`config.mk`:
```
export PLATFORM = sky130hd
export DESIGN_NAME = mst_translator_gate
export DESIGN_NICKNAME = d
export VERILOG_FILES = /design/src/mst_pkg.sv /design/src/mst_translator_gate.sv
export SDC_FILE = /design/constraint.sdc
export NUM_CORES = 1
export LEC_CHECK = 0
export BUFFER_PORTS_ARGS = -buffer_cell sky130_fd_sc_hd__buf_2
export CAP_MARGIN = 10
export CORE_MARGIN = 5
export CORE_UTILIZATION = 50
export DETAILED_ROUTE_END_ITERATION = 7
export PLACE_DENSITY = 0.78
export SLEW_MARGIN = 20
export SYNTH_ARGS = -nofsm -noshare
export SYNTH_HDL_FRONTEND = slang
export SYNTH_SLANG_ARGS = --single-unit
export TNS_END_PERCENT = 100
```
`constraint.sdc`:
```
create_clock -name clk -period 4.5 [get_ports clk]
set_input_delay 0.45 -clock clk [delete_from_list [all_inputs] [get_ports clk]]
set_output_delay 0.45 -clock clk [all_outputs]
set_load 0.02 [all_outputs]
```
`src/mst_pkg.sv`:
```
// constants for the microstep translator and gate sequencer
package mst_pkg;
  localparam int CLK_HZ = 25_000_000;
  localparam int TIMEBASE_HZ = 4_000_000;
  // master timebase enable divider, rounded down so the timebase runs no slower
  localparam int TIMEBASE_DIV = CLK_HZ / TIMEBASE_HZ;
  localparam logic [2:0] TIMEBASE_LAST = 3'(TIMEBASE_DIV - 1);

  // all in master timebase periods
  localparam logic [6:0] OFF_TICKS = 7'h57;
  localparam logic [2:0] BLANK_TICKS = 3'h6;
  localparam logic [1:0] GAP_TICKS = 2'h3;

  // fast-decay share of the off-time, indexed by {fastDecayShareHigh, fastDecayShareLow}
  localparam logic [6:0] FAST_TICKS_0 = 7'h00;
  localparam logic [6:0] FAST_TICKS_1 = 7'h0D;
  localparam logic [6:0] FAST_TICKS_2 = 7'h2A;
  localparam logic [6:0] FAST_TICKS_3 = 7'h57;

  // phase index: 64 positions over one electrical turn
  localparam logic [5:0] HOME_INDEX = 6'h08;
  // both bridges start in mixed decay
  localparam logic [1:0] DECAY_HOME = 2'h3;
  localparam logic [5:0] STRIDE_FULL = 6'h10;
  localparam logic [5:0] STRIDE_HALF = 6'h08;
  localparam logic [5:0] STRIDE_QUARTER = 6'h04;
  localparam logic [5:0] STRIDE_SIXTEENTH = 6'h01;
  localparam logic [5:0] QUARTER_TURN = 6'h10;

  // resolution code {microstepSelectHigh, microstepSelectLow}
  localparam logic [1:0] RES_FULL = 2'h0;
  localparam logic [1:0] RES_HALF = 2'h1;
  localparam logic [1:0] RES_QUARTER = 2'h2;
  localparam logic [1:0] RES_SIXTEENTH = 2'h3;

  typedef enum logic [1:0] {
    MST_DRIVE,
    MST_FAST,
    MST_SLOW
  } mst_pwm_e;
endpackage : mst_pkg

```
`src/mst_translator_gate.sv`:
```
// step/direction microstep translator with two fixed off-time bridge sequencers
`timescale 1ns/1ps
module mst_translator_gate (
  input wire logic clk,
  input wire logic resetn,
  input wire logic step,
  input wire logic direction,
  input wire logic microstepSelectLow,
  input wire logic microstepSelectHigh,
  input wire logic fastDecayShareLow,
  input wire logic fastDecayShareHigh,
  input wire logic outputDisable,
  input wire logic gateSupplyLow,
  input wire logic [1:0] senseTrip,
  output logic [6:0] dacLevelOne,
  output logic [6:0] dacLevelTwo,
  output logic [1:0] windingPolarity,
  output logic [1:0] mixedDecay,
  output logic [5:0] phaseIndex,
  output logic [3:0] upperGateOut,
  output logic [3:0] lowerGateOut
);

  ////////////////////////////////////////////////////////////////////////////
  // decoding helpers

  // magnitude of sine in 1/64 of full scale for a quarter-wave position 0..16
  function automatic logic [6:0] quarterWave(input logic [4:0] q);
    logic [6:0] m;
    m = 7'h00;
    unique case (q)
      5'h00: m = 7'h00;
      5'h01: m = 7'h06;
      5'h02: m = 7'h0C;
      5'h03: m = 7'h13;
      5'h04: m = 7'h18;
      5'h05: m = 7'h1E;
      5'h06: m = 7'h24;
      5'h07: m = 7'h29;
      5'h08: m = 7'h2D;
      5'h09: m = 7'h31;
      5'h0A: m = 7'h35;
      5'h0B: m = 7'h38;
      5'h0C: m = 7'h3B;
      5'h0D: m = 7'h3D;
      5'h0E: m = 7'h3F;
      default: m = 7'h40;
    endcase
    return m;
  endfunction : quarterWave

  // sine magnitude over a whole turn
  function automatic logic [6:0] sineMag(input logic [5:0] idx);
    logic [4:0] q;
    q = {1'b0, idx[3:0]};
    if (idx[4]) begin
      q = 5'h10 - q;
    end
    return quarterWave(q);
  endfunction : sineMag

  // positive current for the first half turn
  function automatic logic sinePositive(input logic [5:0] idx);
    return ~idx[5];
  endfunction : sinePositive

  // legs whose upper switch sources positive current
  function automatic logic [1:0] sourceLegs(input logic positive);
    return positive ? 2'h1 : 2'h2;
  endfunction : sourceLegs

  ////////////////////////////////////////////////////////////////////////////
  // pin synchronisers

  logic [7:0] pinMeta;
  logic [7:0] pinSync;
  logic stepLast;

  always_ff @(posedge clk) begin
    if (!resetn) begin
      pinMeta <= 8'h00;
      pinSync <= 8'h00;
      stepLast <= 1'b0;
    end else begin
      pinMeta <= {senseTrip, gateSupplyLow, outputDisable, fastDecayShareHigh, fastDecayShareLow,
                  direction, step};
      pinSync <= pinMeta;
      stepLast <= pinSync[0];
    end
  end

  logic stepEdge;
  logic [1:0] resolution;
  logic gatesBlocked;
  logic [1:0] fastShare;
  logic [1:0] tripSync;
  logic [1:0] msMeta;
  logic [1:0] msSync;

  // same two-flop latency as step, so a step sees settled select lines
  always_ff @(posedge clk) begin
    if (!resetn) begin
      msMeta <= 2'h0;
      msSync <= 2'h0;
    end else begin
      msMeta <= {microstepSelectHigh, microstepSelectLow};
      msSync <= msMeta;
    end
  end

  assign stepEdge = pinSync[0] & ~stepLast;
  assign resolution = msSync;
  assign fastShare = pinSync[3:2];
  assign gatesBlocked = pinSync[4] | pinSync[5];
  assign tripSync = pinSync[7:6];

  ////////////////////////////////////////////////////////////////////////////
  // master timebase enable

  logic [2:0] divCount;
  logic tick;

  always_ff @(posedge clk) begin
    if (!resetn) begin
      divCount <= 3'h0;
      tick <= 1'b0;
    end else begin
      tick <= (divCount == mst_pkg::TIMEBASE_LAST);
      divCount <= (divCount == mst_pkg::TIMEBASE_LAST) ? 3'h0 : divCount + 3'h1;
    end
  end

  ////////////////////////////////////////////////////////////////////////////
  // translator

  logic [5:0] stride;
  logic [5:0] next_phaseIndex;
  logic [5:0] cosIndex;

  // resolution sampled only with the step edge
  always_comb begin
    stride = mst_pkg::STRIDE_SIXTEENTH;
    unique case (resolution)
      mst_pkg::RES_FULL: stride = mst_pkg::STRIDE_FULL;
      mst_pkg::RES_HALF: stride = mst_pkg::STRIDE_HALF;
      mst_pkg::RES_QUARTER: stride = mst_pkg::STRIDE_QUARTER;
      mst_pkg::RES_SIXTEENTH: stride = mst_pkg::STRIDE_SIXTEENTH;
    endcase
  end

  // direction read only on the step edge
  assign next_phaseIndex = pinSync[1] ? phaseIndex - stride : phaseIndex + stride;
  assign cosIndex = next_phaseIndex + mst_pkg::QUARTER_TURN;

  always_ff @(posedge clk) begin
    if (!resetn) begin
      phaseIndex <= mst_pkg::HOME_INDEX;
      dacLevelOne <= sineMag(mst_pkg::HOME_INDEX);
      dacLevelTwo <= sineMag(mst_pkg::HOME_INDEX + mst_pkg::QUARTER_TURN);
      windingPolarity <= {sinePositive(mst_pkg::HOME_INDEX + mst_pkg::QUARTER_TURN),
                          sinePositive(mst_pkg::HOME_INDEX)};
    end else if (stepEdge) begin
      phaseIndex <= next_phaseIndex;
      dacLevelOne <= sineMag(next_phaseIndex);
      dacLevelTwo <= sineMag(cosIndex);
      windingPolarity <= {sinePositive(cosIndex), sinePositive(next_phaseIndex)};
    end
  end

  // rising or equal level: slow decay
  always_ff @(posedge clk) begin
    if (!resetn) begin
      mixedDecay <= mst_pkg::DECAY_HOME;
    end else if (stepEdge) begin
      mixedDecay <= {sineMag(cosIndex) < dacLevelTwo, sineMag(next_phaseIndex) < dacLevelOne};
    end
  end

  logic [6:0] fastTicks;

  always_comb begin
    fastTicks = mst_pkg::FAST_TICKS_0;
    unique case (fastShare)
      2'h0: fastTicks = mst_pkg::FAST_TICKS_0;
      2'h1: fastTicks = mst_pkg::FAST_TICKS_1;
      2'h2: fastTicks = mst_pkg::FAST_TICKS_2;
      2'h3: fastTicks = mst_pkg::FAST_TICKS_3;
    endcase
  end

  ////////////////////////////////////////////////////////////////////////////
  // per-bridge off-time regulator and gate sequencing

  for (genvar b = 0; b < 2; b++) begin : gBridge
    mst_pkg::mst_pwm_e pwmState;
    logic [6:0] offCount;
    logic [2:0] blankCount;
    logic [1:0] wantUpper;
    logic [1:0] wantLower;
    logic settled;

    // the bridge has finished switching onto the wanted pattern
    assign settled = (upperGateOut[2*b +: 2] == wantUpper) && (lowerGateOut[2*b +: 2] == wantLower);

    always_ff @(posedge clk) begin
      if (!resetn) begin
        pwmState <= mst_pkg::MST_DRIVE;
        offCount <= 7'h00;
        blankCount <= mst_pkg::BLANK_TICKS;
      end else if (tick) begin
        unique case (pwmState)
          mst_pkg::MST_DRIVE: begin
            if (!settled) begin
              // blanking runs from the end of switching, so the gap cannot eat into it
              blankCount <= mst_pkg::BLANK_TICKS;
            end else if (blankCount != 3'h0) begin
              blankCount <= blankCount - 3'h1;
            end else if (tripSync[b]) begin
              offCount <= 7'h00;
              // share 0 leaves the bridge in slow decay
              if (mixedDecay[b] && fastTicks != mst_pkg::FAST_TICKS_0) begin
                pwmState <= mst_pkg::MST_FAST;
              end else begin
                pwmState <= mst_pkg::MST_SLOW;
              end
            end
          end
          mst_pkg::MST_FAST, mst_pkg::MST_SLOW: begin
            offCount <= offCount + 7'h01;
            if (offCount == mst_pkg::OFF_TICKS - 7'h01) begin
              pwmState <= mst_pkg::MST_DRIVE;
              blankCount <= mst_pkg::BLANK_TICKS;
            end else if (pwmState == mst_pkg::MST_FAST && offCount == fastTicks - 7'h01) begin
              pwmState <= mst_pkg::MST_SLOW;
            end
          end
          default: pwmState <= mst_pkg::MST_DRIVE;
        endcase
      end
    end

    // leg 0 high with leg 1 low drives positive current
    always_comb begin
      wantUpper = 2'h0;
      wantLower = 2'h0;
      unique case (pwmState)
        mst_pkg::MST_DRIVE: begin
          wantUpper = sourceLegs(windingPolarity[b]);
          wantLower = ~sourceLegs(windingPolarity[b]);
        end
        mst_pkg::MST_FAST: begin
          wantUpper = ~sourceLegs(windingPolarity[b]);
          wantLower = sourceLegs(windingPolarity[b]);
        end
        mst_pkg::MST_SLOW: begin
          // synchronous rectification through both lower switches
          wantLower = 2'h3;
        end
        default: begin
          wantUpper = 2'h0;
          wantLower = 2'h0;
        end
      endcase
    end

    for (genvar l = 0; l < 2; l++) begin : gLeg
      logic upperOn;
      logic lowerOn;
      logic [1:0] gapCount;

      // turn-off immediate, turn-on after the gap
      // upper gate high drives its switch on
      // lower gate high drives its switch on
      // disable forces off without waiting for a tick
      always_ff @(posedge clk) begin
        if (!resetn) begin
          upperOn <= 1'b0;
          lowerOn <= 1'b0;
          gapCount <= mst_pkg::GAP_TICKS;
        end else if (gatesBlocked) begin
          upperOn <= 1'b0;
          lowerOn <= 1'b0;
          gapCount <= mst_pkg::GAP_TICKS;
        end else if (tick) begin
          if ((upperOn && !wantUpper[l]) || (lowerOn && !wantLower[l])) begin
            upperOn <= upperOn & wantUpper[l];
            lowerOn <= lowerOn & wantLower[l];
            gapCount <= mst_pkg::GAP_TICKS - 2'h1;
          end else if (gapCount != 2'h0) begin
            gapCount <= gapCount - 2'h1;
          end else begin
            upperOn <= wantUpper[l];
            lowerOn <= wantLower[l];
          end
        end
      end

      assign upperGateOut[2*b+l] = upperOn;
      assign lowerGateOut[2*b+l] = lowerOn;
    end
  end

endmodule : mst_translator_gate

```
==> impl_metrics.yaml, run 1 <==
cts:
  root_buffer: "clkbuf_16"
  clock_sinks: 89
  clockBufferDepth: 2
  h-tree-depth: 3
  cts_tree: "done"
  cts_buffers: 9
  clock_latency_ns: 0.35
  clk_pin_slew_worst_paths_ns: 0.07
power_and_ir_drop:
  peakVddDrop_mv: 0.234
  p_leak_nw: 3.06
  power.density_nw_per_um2: 313
synth:
  yosysSeqAreaShare_pct: 30.7
  yosys.area_share.simple_pct: 21.1
  synth_edf_count: 0
  synthTopCellsByArea: "dfxtp_1, ha_1, mux2i_1, nor2_1, inv_1"
  netlist_instances: 678
  synth-xor-area-share_pct: 5.77
  netlist_area_um2: 5810
  synth_top_family_by_area: "simple AND/OR/NAND/NOR gates"
  syn_nets: 763
  synthFlopType: "dfxtp_1"
  ys_ff_latch: 89
  netlist.area_leader.share_pct: 30.7
  yosys.area_share.adder_pct: 15.9
  synth_compound_area_share_pct: 15.4
  postSynth.asyncResetShare_pct: 0
  synth_cell_types: 65
  synthMuxAreaShare_pct: 4.65
  yosysWarnings: 0
  synth_area_leader_cell: "dfxtp_1"
  avgSynthCellArea_um2: 8.56
critical_path:
  path_cells: "nand2_1 > or2_2 > fa_2 > inv_1 > ha_2 > nor2b_1 > a211o_1 > o211ai_1 > nor2_1 > a211oi_2 > ha_1 > a21oi_1 > o21ai_0 > nor3_1 > nand3b_1 > a41oi_1 > a211o_1"
  r2r_setup_slack_ns: 0.22
  critPathMaxFanout: 10
  crit_type: "reg -> reg"
  max_stage_delay_ns: 0.53
  crit_arrival_ns: 4.58
  slowest_stage: "fa_2"
  crit_path_frequent_cell: "a211o_1"
  worstPathRequired_ns: 4.80
  cp-start-kind: "flop"
  endpoint_kind: "flop"
finish:
  diodes: 0
  nFillCells: 1020
  drive_gt1_share_pct: 13.6
  fin_nets: 800
  design_area_um2: 6470
  synthToLayoutAreaGrowth_pct: 11.4
min_path:
  hold_class: "in -> reg"
place:
  place.gp.congestion: 0.877
  place_area_um2: 6130
  dp_hpwl_mm: 9.83
  io_buffers: 43
global_routing:
  grt_max_degree: 41
  grt-ovfl-total: 0
  gr-usage-all-layers_pct: 18.9
  grt_pass1_wl_mm: 22.0
  antenna_found_initial: 0
  grt_pass1_vias: 4809
routing:
  drtPass1Iterations: 5
  routedWlPerCell_um: 15.2
  ant_nets: 0
  drt_iter0_drc: 260
  vias: 4848
  drt_wl_total_mm: 13.1
  via_per_inst: 5.62
  route.detailed.drc: 0
die:
  core_area_um2: 11400
  start_util_pct: 50.9
  die_w_um: 118
  dieArea_um2: 13900
  fp.dieH_um: 118
  num_io_pins: 44
  row_count: 39
timing:
  setup_viol: 0
  worst_slew_pin_slew_ns: 0.803
  fin_skew_ns: 0.00938
  whs_ns: 0.306
  fin_crit_ns: 4.28
  grt_setup_unrepaired: "no"
  drv_slew: 0
  post-route-period-util_pct: 95.1
  fmax_mhz: 234
  relSlewSlack_pct: 46.4
  hold_viol_final: 0
  finalSetupTns_ns: 0
outcome:
  status: "finished clean"
flow_run:
  drv_cap: 0
==> sequential cells by signal, summed over array words and instances (netlist names), 6 cells and up <==
| signal | cells |
|---|---|
| gBridge.gLeg.gapCount | 8 |
| gBridge.blankCount | 6 |
| gBridge.offCount | 14 |
| dacLevelOne | 7 |
| dacLevelTwo | 7 |
| phaseIndex | 6 |
| pinSync | 8 |
| pinMeta | 8 |
==> per-layer routing <==
layer  track usage [%]  vias up  part of all wire (%)
li1                  -     2400                     -
met1              22.4     2328                    44
met2              33.1       98                    50
met3              3.41       22                   3.8
met4              8.82        0                   2.4
met5                 0        -                     0
==> metrics by stage <==
stage | cells | worst slack (ns) | util (%) | power [mW]
floorplan | 678 | 0.308 | - | 1.18
global placement | 845 | 0.268 | 53.6 | 1.27
detailed placement | 845 | 0.0712 | 53.6 | 1.29
CTS | 860 | 0.0410 | 56.2 | 2.02
global route | 862 | 0.00665 | 56.6 | 2.12
finish | 862 | 0.219 | 56.6 | 2.03
==> cell usage in the layout (no fill, tap or decap), types with 12 or more instances in the layout <==
cell type and n:
nor2_1 67, nor3_1 14, mux2i_1 27, buf_2 43
inv_1 65, nand2_1 57, o21ai_0 27, dfxtp_1 87
xor2_1 12, nor2b_1 15, and2_1 28, a21oi_1 25
ha_1 71
==> path summary, 6_finish.rpt <==
path / depth (start not counted) / startpoint / end
worst min register to register: 1 / pinMeta[6] / pinSync[6]
worst min-delay path: 2 / outputDisable / pinMeta[4]
worst max-delay path: 17 / msSync[1] / mixedDecay[1]
worst max register to register: 17 / msSync[1] / mixedDecay[1]
==> worst max-delay path, delay by kind of cell (launching register included) <==
kind,cells,cell delay (ns)
AOI/OAI and AO/OA,7,1.51
adders and majority gates,3,1.16
buffers and inverters,1,0.17
DFF,1,0.39
and+or+nand+nor,6,1.00
==> repair_timing <==
action,CTS,global route
hold buffers,0,0
pin swaps,0,3
resized for setup,1,10
endpoints found under the hold margin,0,0
setup endpoints to repair,1,2
buffers inserted,0,2
==> report_power, final <==
group / switching (mW) / total (mW) / leakage, nW / internal [mW]
registers: 0.0161 / 0.827 / 0.726 / 0.810
logic: 0.278 / 0.470 / 2.20 / 0.192
clock network: 0.325 / 0.730 / 0.135 / 0.405
total: 0.619 / 2.03 / 3.06 / 1.41
==> area by class of cell <==
type                       count  area, um^2  share of cell area (%)
multi-input combinational    497        3690                    57.0
sequential                    89        1780                    27.6
timing repair buffer          53         290                    4.49
clock buffer                  12         256                    3.97
inverter                      65         244                    3.77
tap                          143         179                    2.77
clock inverter                 3        25.0                   0.387
==> kinds of logic after synthesis <==
family | after synthesis
XOR/XNOR | 29
buffers and inverters | 92
AO/OA/AOI/OAI | 126
adder cells (fa/ha/maj) | 73
flip-flops | 89
AND/OR/NAND/NOR | 242
multiplexers | 27
==> cell usage after synthesis (4+ instances only) <==
cell type and count:
clkbuf_1 18, a21o_1 5, nand4_1 10, and3_1 10, nor2_1 68, nand3_1 10, a211oi_1 9, buf_4 9
a21oi_1 25, inv_1 65, o21a_1 5, nor3_1 15, nor2b_1 15, xor2_1 12, nor4_1 4, dfxtp_1 89
mux2i_1 27, xnor2_1 10, and2_1 28, o211a_1 6, nand2_1 57, ha_1 72, or3_1 4, o21ai_0 27
o41ai_1 9, a21boi_0 4
(Power assumes the default switching activity.)
==> inputs of run 2 (changes only) <==
Settings changed: CTS_BUF_LIST set to sky130_fd_sc_hd__clkbuf_8.
==> run 2 against run 1 <==
Global-route usage down 0.47 points. Clock skew up 0.0019 ns. Largest power group unchanged. Combinational power down 1%. Sequential share of layout area up 0.49 points. Critical endpoint unchanged.
==> impl_metrics.yaml, run 2 (synthesis gave the netlist of run 1 again) <==
power_and_ir_drop:
  power.density_nw_per_um2: 286
  peakVddDrop_mv: 0.194
  p_leak_nw: 3.02
critical_path:
  endpoint_kind: "flop"
  crit_arrival_ns: 4.63
  critPathMaxFanout: 10
  path_cells: "nand2_1 > or2_2 > fa_2 > inv_1 > ha_2 > nor2b_1 > a211o_1 > o211ai_1 > nor2_1 > a211oi_2 > ha_1 > a21oi_1 > o21ai_0 > nor3_1 > nand3b_1 > a41oi_1 > a211o_1"
  crit_type: "reg -> reg"
  cp_top_family: "compound AO/OA/AOI/OAI gates"
  cp-start-kind: "flop"
  slowest_stage: "fa_2"
  path_buf_inv: 1
  worstPathRequired_ns: 4.82
  max_stage_delay_ns: 0.52
  crit_path_frequent_cell: "a211o_1"
cts:
  clock_latency_ns: 0.37
  cts_hold_buf: 0
  cts_buffers: 9
  h-tree-depth: 3
  clk_pin_slew_worst_paths_ns: 0.09
  cts_tree: "done"
  clock_sinks: 89
  clockBufferDepth: 2
  root_buffer: "clkbuf_8"
global_routing:
  grt_max_degree: 41
  grt_pass1_vias: 4767
  antenna_found_initial: 0
  gr-usage-all-layers_pct: 18.5
  grt_pass1_wl_mm: 21.7
  grt-ovfl-total: 0
routing:
  drt_wl_total_mm: 12.9
  ant_nets: 0
  drtPass1Iterations: 7
  route.detailed.drc: 0
  via_per_inst: 5.65
  vias: 4872
  routedWlPerCell_um: 15.0
  drt_iter0_drc: 275
die:
  row_count: 39
  dieArea_um2: 13900
  start_util_pct: 50.9
  die_w_um: 118
  core_area_um2: 11400
  num_io_pins: 44
  fp.dieH_um: 118
finish:
  diodes: 0
  largest_reg_flops: 14
  nFillCells: 1037
  final_cell_mix: "dfxtp_1, ha_1, nor2_1, inv_1, nand2_1"
  finalNonFillerCells: 862
  regMostFlops: "gBridge.offCount"
  drive_gt1_share_pct: 13.5
  final_common_cell: "dfxtp_1"
  synthToLayoutAreaGrowth_pct: 9.42
  multi_input_area_um2: 3680
  register_area_um2: 1780
  fin_nets: 800
timing:
  post-route-period-util_pct: 95.6
  fmax_mhz: 232
  relSlewSlack_pct: 47.8
  drv_slew: 0
  worst_slew_pin_slew_ns: 0.782
  hold_viol_final: 0
  whs_ns: 0.285
  fin_crit_ns: 4.30
  fin_skew_ns: 0.0113
  setup_viol: 0
place:
  place.gp.congestion: 0.877
  place_inst: 845
  dp_hpwl_mm: 9.83
  io_buffers: 43
flow_run:
  drv_cap: 0
min_path:
  hold_class: "in -> reg"
outcome:
  status: "finished clean"
run 2: cell count changes in the layout (fill, tap and decap cells not counted):
cell	change
a211oi_4	-1
a211oi_1	+1
inv_1	+1
clkbuf_16	-9
clkbuf_1	-1
clkbuf_8	+9
run 2: final cells by class:
type                            count  share of cell area, %
Timing Repair Buffer               53                   4.57
Clock buffer                       11                   2.38
Tap cell                          143                   2.82
Inverter                           65                   3.84
Multi-Input combinational cell    497                   57.9
Clock inverter                      4                  0.453
Sequential cell                    89                   28.1
run 2: repair_timing:
action,CTS,global route
setup buffers,0,2
endpoints found under the setup margin,0,2
resized for setup,0,9
run 2: final timing paths:
check,from,endpoint,slack (ns),cells past startpoint
min reg2reg,pinMeta[6],pinSync[6],0.43,1
max,msSync[1],mixedDecay[1],0.20,17
min,outputDisable,pinMeta[4],0.28,2
max reg2reg,msSync[1],mixedDecay[1],0.20,17
run 2: metrics by stage:
stage / setup slack [ns] / utilization, % / power [mW] / TNS, ns / area, um^2
2_1_floorplan: 0.308 / - / 1.18 / 0 / 5810
3_3_place_gp: 0.268 / 53.6 / 1.27 / 0 / 6130
3_5_place_dp: 0.0712 / 53.6 / 1.29 / 0 / 6130
4_1_cts: 0.0368 / 55.2 / 1.81 / 0 / 6310
5_1_grt: -0.000653 / 55.6 / 1.91 / -0.000653 / 6350
6_report: 0.197 / 55.6 / 1.82 / 0 / 6350
run 2: power breakdown:
| part | total [mW] | leakage [nW] | internal (mW) | switching [mW] |
|---|---|---|---|---|
| Sequential | 0.826 | 0.726 | 0.810 | 0.0160 |
| Combinational | 0.465 | 2.20 | 0.191 | 0.274 |
| Clock | 0.528 | 0.0932 | 0.229 | 0.299 |
run 2: layer usage:
metal / vias up / track usage, % / share of wire, % / routed length, um
met3: 22 / 3.22 / 3.5 / 457
met4: 0 / 7.24 / 2.1 / 277
met5: - / 0 / 0 / 0
met2: 102 / 32.6 / 50 / 6450
li1: 2402 / - / - / -
met1: 2346 / 22.1 / 44 / 5710
==> inputs of run 3 (changes only) <==
Settings changed: CORE_UTILIZATION 50 to 30, PLACE_DENSITY 0.78 to 0.56.
==> run 3 against run 2 <==
Register-to-register slack better by 0.18 ns. Routed wire length is 0.74% lower. Die area is 60% higher. Critical endpoint unchanged. Cell area is 2.7% higher. Power hardly changed. Largest power group unchanged.
==> impl_metrics.yaml, run 3 (synthesis gave the netlist of run 1 again) <==
outcome:
  status: "finished clean"
routing:
  vias: 4624
  routedWlPerCell_um: 13.0
  drt_wl_total_mm: 12.8
  drtPass1Iterations: 5
  ant_nets: 0
  route.detailed.drc: 0
  via_per_inst: 4.70
  drt_iter0_drc: 204
timing:
  fin_ws_ns: 0.374
  drv_slew: 0
  finalSetupTns_ns: 0
  setup_viol: 0
  worst_slew_pin_slew_ns: 0.761
  fin_skew_ns: 0.00814
  fmax_mhz: 242
  post-route-period-util_pct: 91.7
  fin_crit_ns: 4.13
  hold_viol_final: 0
  relSlewSlack_pct: 49.2
  grt_setup_unrepaired: "no"
die:
  fp.dieH_um: 149
  die_w_um: 149
  row_count: 50
  core_area_um2: 18900
  num_io_pins: 44
  dieArea_um2: 22200
  start_util_pct: 30.7
place:
  io_buffers: 43
  dp_hpwl_mm: 9.57
  place.gp.congestion: 0.808
  place_area_um2: 6300
  dp_slack_ns: 0.224
finish:
  design_area_um2: 6530
  regMostFlops: "gBridge.offCount"
  fin_nets: 803
  diodes: 0
  largest_reg_flops: 14
  synthToLayoutAreaGrowth_pct: 12.4
  drive_gt1_share_pct: 13.8
  final_cell_mix: "dfxtp_1, ha_1, nor2_1, inv_1, nand2_1"
  final_util_pct: 34.5
  final_common_cell: "dfxtp_1"
critical_path:
  cp_top_family: "simple AND/OR/NAND/NOR gates"
  endpoint_kind: "flop"
  max_stage_delay_ns: 0.54
  path_buf_inv: 2
  crit_arrival_ns: 4.46
  path_cells: "nand2_1 > or2_2 > fa_1 > inv_1 > ha_4 > or3_1 > mux2i_1 > o211ai_1 > buf_4 > o31ai_1 > ha_1 > nand4_1 > o21ai_0 > nor3_1 > nand3b_1 > a41oi_1 > a211o_1"
  worstPathRequired_ns: 4.83
  cp-start-kind: "flop"
  slowest_stage: "fa_1"
  critPathMaxFanout: 10
  ff2ff_path_depth: 17
  crit_type: "reg -> reg"
  cp.depth: 17
global_routing:
  gr-usage-all-layers_pct: 11.9
  grt_pass1_vias: 4389
  grt_pass1_wl_mm: 21.6
  grt_max_degree: 38
  antenna_found_initial: 0
  grt-ovfl-total: 0
cts:
  clockBufferDepth: 2
  root_buffer: "clkbuf_8"
  cts_buffers: 9
  cts_hold_buf: 0
  clock_sinks: 89
  cts_tree: "done"
  clock_latency_ns: 0.38
  h-tree-depth: 3
  clk_pin_slew_worst_paths_ns: 0.10
power_and_ir_drop:
  p_int_mw: 1.22
  finalPower_mw: 1.82
  peakVddDrop_mv: 0.160
  p_leak_nw: 3.03
  seq_power_share_pct: 45.4
  clkPwrFrac_pct: 29.8
  p_comb_share_pct: 24.8
  power.density_nw_per_um2: 279
  netSwitchingPower_mw: 0.602
  swShare_pct: 33.1
flow_run:
  drv_cap: 0
min_path:
  hold_path_depth: 2
  hold_class: "in -> reg"
[run 3: area by class of cell]
type                       instances  area (um^2)
timing repair buffer              56          313
fill                            1996        12400
sequential                        89         1780
tap                              260          325
multi-input combinational        497         3670
clock inverter                     6         51.3
inverter                          65          244
clock buffer                      10          138
[run 3: power groups by stage]
stage               Combinational (mW)  Clock (mW)  Sequential, mW
floorplan                        0.323           0           0.854
global placement                 0.442           0           0.845
detailed placement               0.444           0           0.845
CTS                              0.446       0.571           0.827
global route                     0.506       0.599           0.830
finish                           0.451       0.543           0.826
[run 3: metrics by stage]
stage / std cells / hold slack [ns]
final: 983 / 0.269
after global routing: 983 / 0.253
after CTS: 982 / 0.247
after detailed placement: 966 / 0.418
after global placement: 966 / 0.414
after floorplan: 678 / 0.412
[run 3: per-layer routing]
metal | GRT usage [%] | wire, um | share of wire [%]
met4 | 3.98 | 206 | 1.6
met2 | 18.3 | 5570 | 43
met3 | 2.89 | 471 | 3.7
met5 | 0 | 0 | 0
met1 | 16.5 | 6560 | 51
[run 3: worst paths after layout]
kind                    to          startpoint  slack, ns
max          mixedDecay[1]           msSync[1]       0.37
max reg2reg  mixedDecay[1]           msSync[1]       0.37
min reg2reg      msSync[1]           msMeta[1]       0.44
min              msMeta[0]  microstepSelectLow       0.27
[run 3: what timing repair did]
item	4_1_cts	5_1_grt
buffers inserted	0	1
gates resized for setup	0	7
setup endpoints to repair	0	2
